File: src/adc_seq_pkg.sv
// constants and types shared by the conversion sequencer files
package adc_seq_pkg;
    // ************************************************************
    // bus map (word addresses on the Avalon-MM slave)
    // ************************************************************
    localparam logic [3:0] ADDR_CTRL_A   = 4'h0;
    localparam logic [3:0] ADDR_CTRL_B   = 4'h1;
    localparam logic [3:0] ADDR_MODE     = 4'h2;
    localparam logic [3:0] ADDR_RES_HIGH = 4'h3;
    localparam logic [3:0] ADDR_RES_LOW  = 4'h4;
    localparam logic [3:0] ADDR_ANALOG   = 4'h5;
    // control a fields
    localparam int BIT_START   = 7;
    localparam int BIT_BUSY    = 6;
    localparam int BIT_POWER   = 5;
    localparam int BIT_FORMAT  = 4;
    localparam int CHAN_LSB    = 0;
    // control b fields
    localparam int SRC_LSB     = 5;
    localparam int REF_LSB     = 3;
    localparam int DIV_LSB     = 0;
    // mode register fields
    localparam int BIT_ACCUM   = 0;
    localparam int BIT_IRQ_EN  = 1;
    localparam int BIT_GIE     = 2;
    localparam int BIT_IRQ_FLG = 3;
    localparam int BIT_PINSEL0 = 4;
    localparam int BIT_PINSEL1 = 5;
    localparam logic [7:0] CTRL_RESET = 8'h00;
    // ************************************************************
    // timing
    // ************************************************************
    localparam logic [4:0] SAMPLE_CYCLES = 5'h04;
    localparam logic [4:0] TOTAL_CYCLES  = 5'h10;
    localparam logic [4:0] ACCUM_COUNT   = 5'h10;
    localparam logic [1:0] REF_INTERNAL  = 2'h1;
    localparam logic [3:0] CHAN_ZERO     = 4'h0;
    localparam logic [3:0] CHAN_ONE      = 4'h1;
    typedef enum logic [2:0] {
        SRC_OFF, SRC_EXT0, SRC_EXT1, SRC_AMP2, SRC_FILT, SRC_AMP1, SRC_BATT
    } source_t;
    typedef enum {ST_IDLE, ST_RESET, ST_SAMPLE, ST_CONVERT, ST_STORE} seq_state_t;
endpackage

File: src/adc_seq_if.sv
// carrier between the bus front and the clock divider
`timescale 1ns/100ps
interface adc_clk_if;
    logic [2:0] div_sel;
    logic       run;
    logic       tick;
    modport ctrl (output div_sel, output run, input tick);
    modport div  (input div_sel, input run, output tick);
endinterface

File: src/conv_clock_divider.sv
// conversion clock enable divider
`timescale 1ns/100ps
module conv_clock_divider (
    input  wire logic clk,
    input  wire logic resetn,
    adc_clk_if.div    cif
);
    logic [6:0] count;
    logic [6:0] limit;

    assign limit = 7'((8'h01 << cif.div_sel) - 8'h01);

    always_ff @(posedge clk) begin
        if (!resetn || !cif.run) begin
            count    <= 7'h00;
            cif.tick <= 1'b0;
        end else if (count >= limit) begin
            count    <= 7'h00;
            cif.tick <= 1'b1;
        end else begin
            count    <= 7'(count + 7'h01);
            cif.tick <= 1'b0;
        end
    end
endmodule

File: src/adc_conversion_sequencer.sv
// conversion sequencer with Avalon-MM register slave
`timescale 1ns/100ps
// What this block does
// conversion clock enable is system clock divided by 1 to 128 per select.
// software keeps conversion clock period between 0.5 and 10 us.
// analog power enable follows the power enable bit only.
// software waits settling time after power enable before starting.
// reference select 01 picks regulator output, other codes the pin.
// source codes 001-100 pick internal signals, others the external channel.
// channel 0000 and 0001 connect input zero and one, others float.
// software parks the channel on a missing code before internal source.
// each conversion samples 4 ticks then converts 12, 16 in total.
// a start bit high then low pulse launches the conversion.
// while start is high the converter stays in reset.
// busy flag rises on launch and falls on completion.
// completion sets the request flag and raises irq when enabled.
// accumulate mode runs 16 conversions and stores the 16-bit sum.
// result alignment follows format bit, accumulate is always 16-bit.
// conversion runs in hardware without stalling the processor.
// software enables both interrupt enables before starting.
// analog-selected pins drop pull-up and override port direction.
// software configures divider, enable, source, reference, format, irq, start.
// accumulate clears sum at start and stays busy until the total is stored.
module adc_conversion_sequencer (
    input  wire logic        clk,
    input  wire logic        resetn,
    input  wire logic [3:0]  avs_address,
    input  wire logic        avs_read,
    input  wire logic        avs_write,
    input  wire logic [31:0] avs_writedata,
    output logic      [31:0] avs_readdata,
    output logic             avs_waitrequest,
    input  wire logic [11:0] sar_data,
    output logic             converter_power_enable,
    output logic             converter_reset,
    output logic             sample_hold,
    output logic             sar_tick,
    output logic             use_regulator_ref,
    output logic [6:0]       analog_source_onehot,
    output logic [1:0]       pin_analog_mode,
    output logic             conversion_busy_flag,
    output logic             irq
);
    // ************************************************************
    // registers
    // ************************************************************
    logic [7:0]  converter_control_reg_a;
    logic [7:0]  converter_control_reg_b;
    logic        accumulate_mode_bit;
    logic        converter_irq_enable;
    logic        global_irq_enable;
    logic        irq_flag;
    logic [1:0]  port_function_select;
    logic [7:0]  result_high_byte;
    logic [7:0]  result_low_byte;
    logic        bus_ack;
    logic        start_bit;
    logic        start_armed;
    logic        launch;
    logic        done;
    logic        next_busy;
    logic [4:0]  tick_count;
    logic [4:0]  conv_count;
    logic [15:0] accum;
    logic [15:0] sum_next;
    logic [7:0]  next_high;
    logic [7:0]  next_low;
    logic        wr;
    adc_seq_pkg::seq_state_t state;
    adc_clk_if cif ();

    function automatic logic [6:0] source_decode(input logic [2:0] src,
                                                 input logic [3:0] chan);
        logic [6:0] hot;
        hot = 7'h00;
        unique case (src)
            3'h1: hot[adc_seq_pkg::SRC_AMP2] = 1'b1;
            3'h2: hot[adc_seq_pkg::SRC_FILT] = 1'b1;
            3'h3: hot[adc_seq_pkg::SRC_AMP1] = 1'b1;
            3'h4: hot[adc_seq_pkg::SRC_BATT] = 1'b1;
            default: begin
                if (chan == adc_seq_pkg::CHAN_ZERO) begin
                    hot[adc_seq_pkg::SRC_EXT0] = 1'b1;
                end else if (chan == adc_seq_pkg::CHAN_ONE) begin
                    hot[adc_seq_pkg::SRC_EXT1] = 1'b1;
                end else begin
                    hot[adc_seq_pkg::SRC_OFF] = 1'b1;
                end
            end
        endcase
        return hot;
    endfunction

    // writes land on the edge where the master sees waitrequest low
    assign wr = avs_write && bus_ack;
    assign start_bit = converter_control_reg_a[adc_seq_pkg::BIT_START];
    assign cif.div_sel = converter_control_reg_b[adc_seq_pkg::DIV_LSB +: 3];
    assign cif.run = converter_control_reg_a[adc_seq_pkg::BIT_POWER];

    conv_clock_divider u_div (
        .clk    (clk),
        .resetn (resetn),
        .cif    (cif)
    );

    // ************************************************************
    // bus slave: one wait cycle, then ack
    // ************************************************************
    always_ff @(posedge clk) begin
        if (!resetn) begin
            bus_ack <= 1'b0;
        end else begin
            bus_ack <= (avs_read || avs_write) && !bus_ack;
        end
    end

    always_ff @(posedge clk) begin
        if (!resetn) begin
            avs_waitrequest <= 1'b1;
        end else begin
            avs_waitrequest <= !((avs_read || avs_write) && !bus_ack);
        end
    end

    always_ff @(posedge clk) begin
        if (!resetn) begin
            avs_readdata <= 32'h0000_0000;
        end else if (avs_read && !bus_ack) begin
            unique case (avs_address)
                adc_seq_pkg::ADDR_CTRL_A: avs_readdata <= {24'h00_0000,
                    converter_control_reg_a[7], conversion_busy_flag,
                    converter_control_reg_a[5:0]};
                adc_seq_pkg::ADDR_CTRL_B: avs_readdata <= {24'h00_0000,
                    converter_control_reg_b};
                adc_seq_pkg::ADDR_MODE: avs_readdata <= {26'h000_0000,
                    port_function_select, irq_flag, global_irq_enable,
                    converter_irq_enable, accumulate_mode_bit};
                adc_seq_pkg::ADDR_RES_HIGH: avs_readdata <= {24'h00_0000,
                    result_high_byte};
                adc_seq_pkg::ADDR_RES_LOW: avs_readdata <= {24'h00_0000,
                    result_low_byte};
                default: avs_readdata <= 32'h0000_0000;
            endcase
        end
    end

    // busy bit is read-only, the rest of control a is written directly
    always_ff @(posedge clk) begin
        if (!resetn) begin
            converter_control_reg_a <= adc_seq_pkg::CTRL_RESET;
        end else if (wr && avs_address == adc_seq_pkg::ADDR_CTRL_A) begin
            converter_control_reg_a <= {avs_writedata[7], 1'b0, avs_writedata[5:0]};
        end
    end

    always_ff @(posedge clk) begin
        if (!resetn) begin
            converter_control_reg_b <= adc_seq_pkg::CTRL_RESET;
        end else if (wr && avs_address == adc_seq_pkg::ADDR_CTRL_B) begin
            converter_control_reg_b <= avs_writedata[7:0];
        end
    end

    always_ff @(posedge clk) begin
        if (!resetn) begin
            accumulate_mode_bit  <= 1'b0;
            converter_irq_enable <= 1'b0;
            global_irq_enable    <= 1'b0;
            port_function_select <= 2'h0;
        end else if (wr && avs_address == adc_seq_pkg::ADDR_MODE) begin
            accumulate_mode_bit  <= avs_writedata[adc_seq_pkg::BIT_ACCUM];
            converter_irq_enable <= avs_writedata[adc_seq_pkg::BIT_IRQ_EN];
            global_irq_enable    <= avs_writedata[adc_seq_pkg::BIT_GIE];
            port_function_select <= avs_writedata[adc_seq_pkg::BIT_PINSEL1:
                                                  adc_seq_pkg::BIT_PINSEL0];
        end
    end

    // set wins over a software clear in the same cycle
    always_ff @(posedge clk) begin
        if (!resetn) begin
            irq_flag <= 1'b0;
        end else if (done) begin
            irq_flag <= 1'b1;
        end else if (wr && avs_address == adc_seq_pkg::ADDR_MODE
                     && !avs_writedata[adc_seq_pkg::BIT_IRQ_FLG]) begin
            irq_flag <= 1'b0;
        end
    end

    always_ff @(posedge clk) begin
        if (!resetn) begin
            irq <= 1'b0;
        end else begin
            irq <= (irq_flag || done) && converter_irq_enable && global_irq_enable;
        end
    end

    // ************************************************************
    // start pulse detection
    // ************************************************************
    always_ff @(posedge clk) begin
        if (!resetn) begin
            start_armed <= 1'b0;
        end else begin
            start_armed <= start_bit;
        end
    end
    // a write of start low alone never launches: the high phase must come first
    assign launch = start_armed && !start_bit;

    // ************************************************************
    // sequencer, sample and convert steps run on divider ticks only
    // ************************************************************
    assign done = (state == adc_seq_pkg::ST_STORE);
    assign sum_next = 16'(accum + {4'h0, sar_data});

    // power off or a held start drops any conversion in flight
    always_ff @(posedge clk) begin
        if (!resetn || !cif.run || start_bit) begin
            state      <= adc_seq_pkg::ST_IDLE;
            tick_count <= 5'h00;
            conv_count <= 5'h00;
            accum      <= 16'h0000;
        end else begin
            unique case (state)
                adc_seq_pkg::ST_IDLE: begin
                    if (launch) begin
                        state      <= adc_seq_pkg::ST_SAMPLE;
                        tick_count <= 5'h00;
                        conv_count <= 5'h00;
                        accum      <= 16'h0000;
                    end
                end
                adc_seq_pkg::ST_RESET: state <= adc_seq_pkg::ST_IDLE;
                adc_seq_pkg::ST_SAMPLE: begin
                    if (cif.tick) begin
                        tick_count <= 5'(tick_count + 5'h01);
                        if (tick_count == adc_seq_pkg::SAMPLE_CYCLES - 5'h01) begin
                            state <= adc_seq_pkg::ST_CONVERT;
                        end
                    end
                end
                adc_seq_pkg::ST_CONVERT: begin
                    if (cif.tick) begin
                        tick_count <= 5'(tick_count + 5'h01);
                        if (tick_count == adc_seq_pkg::TOTAL_CYCLES - 5'h01) begin
                            tick_count <= 5'h00;
                            accum      <= sum_next;
                            conv_count <= 5'(conv_count + 5'h01);
                            if (!accumulate_mode_bit ||
                                conv_count == adc_seq_pkg::ACCUM_COUNT - 5'h01) begin
                                state <= adc_seq_pkg::ST_STORE;
                            end else begin
                                state <= adc_seq_pkg::ST_SAMPLE;
                            end
                        end
                    end
                end
                adc_seq_pkg::ST_STORE: state <= adc_seq_pkg::ST_IDLE;
            endcase
        end
    end

    // ************************************************************
    // result registers, kept when powered down
    // ************************************************************
    always_comb begin
        if (accumulate_mode_bit) begin
            next_high = accum[15:8];
            next_low  = accum[7:0];
        end else if (converter_control_reg_a[adc_seq_pkg::BIT_FORMAT]) begin
            next_high = {4'h0, accum[11:8]};
            next_low  = accum[7:0];
        end else begin
            next_high = accum[11:4];
            next_low  = {accum[3:0], 4'h0};
        end
    end

    always_ff @(posedge clk) begin
        if (!resetn) begin
            result_high_byte <= 8'h00;
            result_low_byte  <= 8'h00;
        end else if (done) begin
            result_high_byte <= next_high;
            result_low_byte  <= next_low;
        end
    end

    // busy rises with the launch itself, one cycle after start falls, so a poll right after start can still see it low
    assign next_busy = (state == adc_seq_pkg::ST_SAMPLE) ||
                       (state == adc_seq_pkg::ST_CONVERT) ||
                       (state == adc_seq_pkg::ST_IDLE && launch && cif.run);

    // ************************************************************
    // analog-side outputs, all registered
    // ************************************************************
    always_ff @(posedge clk) begin
        if (!resetn) begin
            conversion_busy_flag <= 1'b0;
        end else begin
            conversion_busy_flag <= next_busy && !start_bit;
        end
    end

    // power off and a held start both keep the converter in reset
    always_ff @(posedge clk) begin
        if (!resetn) begin
            converter_power_enable <= 1'b0;
            converter_reset        <= 1'b1;
        end else begin
            converter_power_enable <= cif.run;
            converter_reset        <= start_bit || !cif.run;
        end
    end

    // gated by start so nothing moves while the converter is held in reset
    always_ff @(posedge clk) begin
        if (!resetn) begin
            sample_hold <= 1'b0;
            sar_tick    <= 1'b0;
        end else begin
            sample_hold <= (state == adc_seq_pkg::ST_SAMPLE) && !start_bit;
            sar_tick    <= cif.tick && (state == adc_seq_pkg::ST_CONVERT) && !start_bit;
        end
    end

    always_ff @(posedge clk) begin
        if (!resetn) begin
            use_regulator_ref    <= 1'b0;
            analog_source_onehot <= 7'h00;
            pin_analog_mode      <= 2'h0;
        end else begin
            use_regulator_ref    <= converter_control_reg_b[adc_seq_pkg::REF_LSB +: 2]
                                    == adc_seq_pkg::REF_INTERNAL;
            analog_source_onehot <= source_decode(
                converter_control_reg_b[adc_seq_pkg::SRC_LSB +: 3],
                converter_control_reg_a[adc_seq_pkg::CHAN_LSB +: 4]);
            pin_analog_mode      <= port_function_select;
        end
    end
endmodule

File: config.mk
export PLATFORM = sky130hd
export DESIGN_NAME = adc_conversion_sequencer
export DESIGN_NICKNAME = d
export VERILOG_FILES = /design/src/adc_seq_pkg.sv /design/src/adc_seq_if.sv /design/src/conv_clock_divider.sv /design/src/adc_conversion_sequencer.sv
export SDC_FILE = /design/constraint.sdc
export NUM_CORES = 1
export LEC_CHECK = 0
export BUFFER_PORTS_ARGS = -buffer_cell sky130_fd_sc_hd__clkbuf_2
export CORE_MARGIN = 2
export CORE_UTILIZATION = 40
export DETAILED_ROUTE_END_ITERATION = 16
export GPL_TIMING_DRIVEN = 0
export PLACE_DENSITY = 0.73
export SYNTH_ARGS = -nofsm -noshare
export SYNTH_HDL_FRONTEND = slang
export SYNTH_SLANG_ARGS = --single-unit
File: constraint.sdc
create_clock -name clk -period 4.1 [get_ports clk]
set_input_delay 0.82 -clock clk [delete_from_list [all_inputs] [get_ports clk]]
set_output_delay 0.82 -clock clk [all_outputs]
set_load 0.1 [all_outputs]
**Word-level counts from Yosys, hierarchy flattened**

Cells that the tools add are included.

- ROM bits: 0
- Logic and storage cells: 142
- Memories kept: 0
- Input bits: 52
- Bits in latches: 0
- Output and inout bits: 49
- Flip-flop bits (word level): 154
- RAM bits: 0

- Add/sub/neg operators: 5
- Multiplexer cells: 34
- Div/mod/pow operators: 0
- Reduce and logical (&&, ||, !) cells: 45
- Order comparisons: 1
- Equal/unequal tests: 25
- Bitwise operators: 1
- Shift-type cells: 1
- Multiply operators: 0

Operators by type and width:

| kind | count |
|---|---|
| 32-bit two-way mux | 5 |
| 32-bit case mux with 4 select lines | 1 |
| 32-bit by 3-bit equality test with 1-bit output, second input constant | 3 |
| 32-bit by 2-bit equality test with 1-bit output, second input constant | 2 |
| 32-bit logical NOT | 2 |
| 16-bit two-way mux | 3 |
| 8-bit case mux with 5 select lines | 1 |
| 32-bit by 1-bit equality test with 1-bit output, second input constant | 1 |
| 32-bit by 4-bit equality test with 1-bit output, second input constant | 1 |
| 8-bit two-way mux | 4 |
| 16-bit case mux with 2 select lines | 1 |
| 5-bit two-way mux | 6 |
| 16-bit by 12-bit adder with 16-bit output | 1 |
| 1-bit logical AND | 16 |
| 5-bit case mux with 3 select lines | 1 |
| 5-bit by 1-bit adder with 5-bit output, second input constant | 2 |
| 5-bit by 4-bit equality test with 1-bit output, second input constant | 2 |
| 1-bit two-way mux | 10 |
| 5-bit case mux with 2 select lines | 1 |
| 4-bit by 1-bit equality test with 1-bit output, second input constant | 2 |
| 4-bit by 2-bit equality test with 1-bit output, second input constant | 2 |
| 4-bit logical NOT | 2 |
| 1-bit logical OR | 8 |
| 4-bit AND reduction | 2 |
| 21 further kinds | 33 |

**Logic depth before layout (Yosys ltp)**

- Depth after elaboration: 6
- Mapped depth: 10
- Mapped depth without buffers: 10

**Hierarchy**

From an unflattened synthesis, not the netlist that was laid out.

- Cells, all modules: 595
- Area total of the unflattened synthesis: 5293.8 um^2

Modules (own cells, without submodules):

| module | area each (um^2) | seq. area each (um^2) | instances | cells each |
|---|---|---|---|---|
| adc_conversion_sequencer | 4754.6 | 1861.8 | 1 | 534 |
| conv_clock_divider | 539.3 | 160.2 | 1 | 61 |

**Worst setup path after synthesis**

No wires, ideal clock.

- Path type: input port to flip-flop
- From: in sar_data[1]
- To: reg accum[13]
- Required time: 4.038 ns
- Buffers on the path: 1
- Cell stages on the path: 8
- Arrival time: 2.351 ns
- Setup time: 0.062 ns
- Path slack: 1.687 ns
- Cell sequence: ha_1 > a21o_1 > nand4_1 > and3_4 > buf_6 > o31a_1 > or4_1 > nand3_1

- Word-level cells in the longest chain between the ends: 4

Ends and longest elaborated chain:

| element | line | RTL |
|---|---|---|
| start: declaration | adc_conversion_sequencer.sv:33 | `input wire logic [11:0] sar_data,` |
| 16-bit by 12-bit adder with 16-bit output | adc_conversion_sequencer.sv:216 | `assign sum_next = 16'(accum + {4'h0, sar_data});` |
| 16-bit two-way mux | adc_conversion_sequencer.sv:247 | `if (tick_count == adc_seq_pkg::TOTAL_CYCLES - 5'h01) begin` |
| 16-bit two-way mux | adc_conversion_sequencer.sv:245 | `if (cif.tick) begin` |
| 16-bit case mux with 2 select lines | adc_conversion_sequencer.sv:226 | `unique case (state)` |
| end signal: assignment | adc_conversion_sequencer.sv:249 | `accum <= sum_next;` |
| end: declaration | adc_conversion_sequencer.sv:64 | `logic [15:0] accum;` |

No other way between the ends. The select of a mux whose other input is x is not followed.
A chain may end at the register's enable or synchronous reset.

**Final worst setup path**

- From: in sar_data[6]
- To: reg accum[14]

Same word-level chain as after synthesis.

==> results.py <==
metrics = {
    "power": {
        "p_sw_share_pct": 25.7,
        "clkPwrFrac_pct": 41.4,
        "total_power_mw": 2.04,
        "internal-power_mw": 1.52,
        "vdd_drop_max_v": 0.000218,
        "switchingPower_mw": 0.524,
        "power-per-cell-area_nw_per_um2": 338,
        "p_leak_nw": 2.61,
        "pwr-share-comb_pct": 10.3,
        "seq_power_share_pct": 48.3,
    },
    "routing": {
        "firstDrtPassIters": 4,
        "drc": 0,
        "viasPerCell": 5.16,
        "vias": 4344,
        "wirelength_microns": 12300,
        "route.antenna.remaining_nets": 0,
        "wl_per_cell_microns": 14.6,
        "drt_iter0_drc": 246,
    },
    "critical_path": {
        "crit_type": "in2reg",
        "path_cells": "clkbuf_2, ha_1, buf_2, nand4_1, nor3_1, o21ai_0, a211oi_1, xnor2_1, nor2_1",
        "max_stage_delay_ns": 0.37,
        "required_ns": 4.33,
        "critPathSlowestCell": "nor3_1",
        "critPathMaxFanout": 7,
        "startpoint_type": "input port",
        "crit_arrival_ns": 2.63,
        "endpoint_kind": "register",
    },
    "layout": {
        "post-route-util_pct": 47.7,
        "drive_above_1_share_pct": 16.7,
        "area_growth_syn_to_layout_pct": 16.2,
        "multi_input_area_sq_um": 2900,
        "diodes": 0,
        "final_nets": 745,
        "n_fill_cell": 1248,
        "regArea_sq_um": 2020,
    },
    "sta": {
        "clock.fmax_mhz": 417,
        "fin_hold_ws_ns": 0.473,
        "finalSetupViolCount": 0,
        "worst_pin_slew_ns": 0.657,
        "slew_headroom_pct": 56.0,
        "rsz0062_at_grt": "false",
        "setup_tns_ns": 0,
        "fin_crit_sh_pct": 58.4,
        "hold_viol": 0,
        "finalMaxSlewViolations": 0,
        "clock-skew-final_ns": 0.0120,
        "fin_crit_ns": 2.40,
    },
    "cts": {
        "clkSinkCount": 101,
        "cts_root_buf": "clkbuf_16",
        "h-tree-depth": 3,
        "cts_tree": "yes",
        "clock_latency_ns": 0.34,
        "clockBufferDepth": 2,
        "postCtsSetupBuffers": 0,
        "clk_pin_slew_ns": 0.07,
        "numCtsBuffers": 9,
        "cts_hold_buf": 0,
        "cts_resized": 0,
    },
    "logic_synthesis": {
        "ys_seq_area_share_pct": 38.9,
        "netlist_area_sq_um": 5200,
        "synth_top_area_share_pct": 38.9,
        "synth-seq-cells": 101,
        "synth_cell_types": 56,
        "synth_edf_count": 0,
        "yosys_most_used_dff": "dfxtp_1",
        "synth_common_cells": "dfxtp_1 (101), nand2_1 (52), nor2_1 (41)",
        "avgSynthCellArea_sq_um": 8.93,
        "yosysWarningCount": 0,
        "async_flop_share_pct": 0,
        "synthCells": 582,
        "synthTopCellsByArea": "dfxtp_1 (39%), ha_1 (6.0%), mux2i_1 (5.2%)",
        "synth_top_cell_by_area": "dfxtp_1",
        "post-synth-top-count-cell": "dfxtp_1",
    },
    "placement": {
        "gp_congestion": 0.904,
        "hpwl_microns": 9560,
        "io_buffers": 51,
    },
    "grt": {
        "grt_overflow": 0,
        "antenna_found_initial": 0,
        "grt_pass1_wl_microns": 20400,
        "grt_pass1_vias": 4224,
        "grtUsageTotal_pct": 17.7,
        "grt_max_degree": 16,
    },
    "min_path": {
        "hold_class": "reg2reg",
    },
    "floorplan": {
        "initial_core_util_pct": 41.0,
        "rows": 41,
        "die_w_microns": 118,
        "io_pins": 101,
        "design.core.area_sq_um": 12700,
        "die_y_microns": 118,
        "die_area_sq_um": 13900,
    },
    "run": {
        "maxCapViolCount": 0,
    },
    "outcome": {
        "outcome": "completed",
    },
}
## worst max-delay path: cells and delay by family
family | cells | cell delay, ns
xor+xnor | 1 | 0.16
simple gates | 3 | 0.65
compound gates | 2 | 0.48
fa+ha+maj | 1 | 0.26
buf+inv | 2 | 0.25
## placed cells by master, fill, tap and decap left out, drive strengths merged, types with 3 or more instances in the layout
cell	count
dfxtp	101
clkbuf	78
nand2	52
nor2	41
buf	37
nor2b	29
a22oi	28
mux2i	27
a21oi	27
ha	25
nand3	24
conb	24
inv	15
xnor2	14
o21ai	12
a21boi	12
o211a	12
and3	10
nor3	9
o22ai	8
and2	7
xor2	7
nor3b	7
nand2b	6
mux2	6
nand4	5
o31ai	4
or3	3
nand3b	3
a21o	3
a211oi	3
o21bai	3
a32oi	3
o32ai	3
## power by group through the flow
stage / clock network [mW] / registers (mW) / logic [mW]
after global routing: 0.884 / 0.986 / 0.221
after CTS: 0.852 / 0.986 / 0.209
after global placement: 0 / 1.01 / 0.206
after floorplan: 0 / 1.02 / 0.163
after detailed placement: 0 / 1.01 / 0.209
final: 0.844 / 0.986 / 0.210
## final cells by class
class                      instances  area share, %
buffer                            54           5.18
clock buffer                      10           3.95
clock inverter                     4          0.807
inverter                          14          0.870
multi-input combinational        436           48.0
sequential                       101           33.5
tap                              172           3.56
timing repair buffer              51           4.22
## state kept, by name, indices dropped and copies added, names as in the netlist, 2 cells and up
signal	count
port_function_select	2
avs_readdata	8
result_low_byte	8
analog_source_onehot	7
pin_analog_mode	2
converter_control_reg_b	8
u_div.count	7
result_high_byte	8
accum	16
tick_count	5
converter_control_reg_a	7
conv_count	5
state	3
## through the flow
stage	instance area, sq um	cells	setup WS (ns)
after global placement	5760	828	1.47
after global routing	6040	842	1.51
after CTS	6040	842	1.75
after detailed placement	5760	828	1.39
after floorplan	5290	605	1.69
final	6040	842	1.70
## logic make-up (layout without fill, tap and decap cells)
logic type / Yosys count / count (layout) / share of synthesized area, %
adder cells (fa/ha/maj): 26 / 26 / 6.40
multiplexers: 33 / 33 / 6.50
XOR/XNOR: 21 / 21 / 3.54
other: 1 / 24 / 0.0721
AO/OA/AOI/OAI: 129 / 129 / 17.7
buffers and inverters: 68 / 133 / 7.03
flip-flops: 101 / 101 / 38.9
AND/OR/NAND/NOR: 203 / 203 / 19.9
## layer usage
metal  wire length (microns)  global-route usage (%)  vias up
met1                    5670                    22.2     2027
met3                     503                    3.44       20
li1                        -                       -     2186
met4                     264                    5.87        0
met5                       0                       0        -
met2                    5840                    30.5      111
## path summary, 6_finish.rpt
path | from | cells after the start | to | slack [ns]
max | sar_data[6] | 9 | accum[14] | 1.70
min | u_div.count[0] | 1 | u_div.count[0] | 0.47
max reg2reg | tick_count[0] | 9 | accum[13] | 1.87
min reg2reg | u_div.count[0] | 1 | u_div.count[0] | 0.47
No activity file was read; power rests on OpenSTA's default activity.
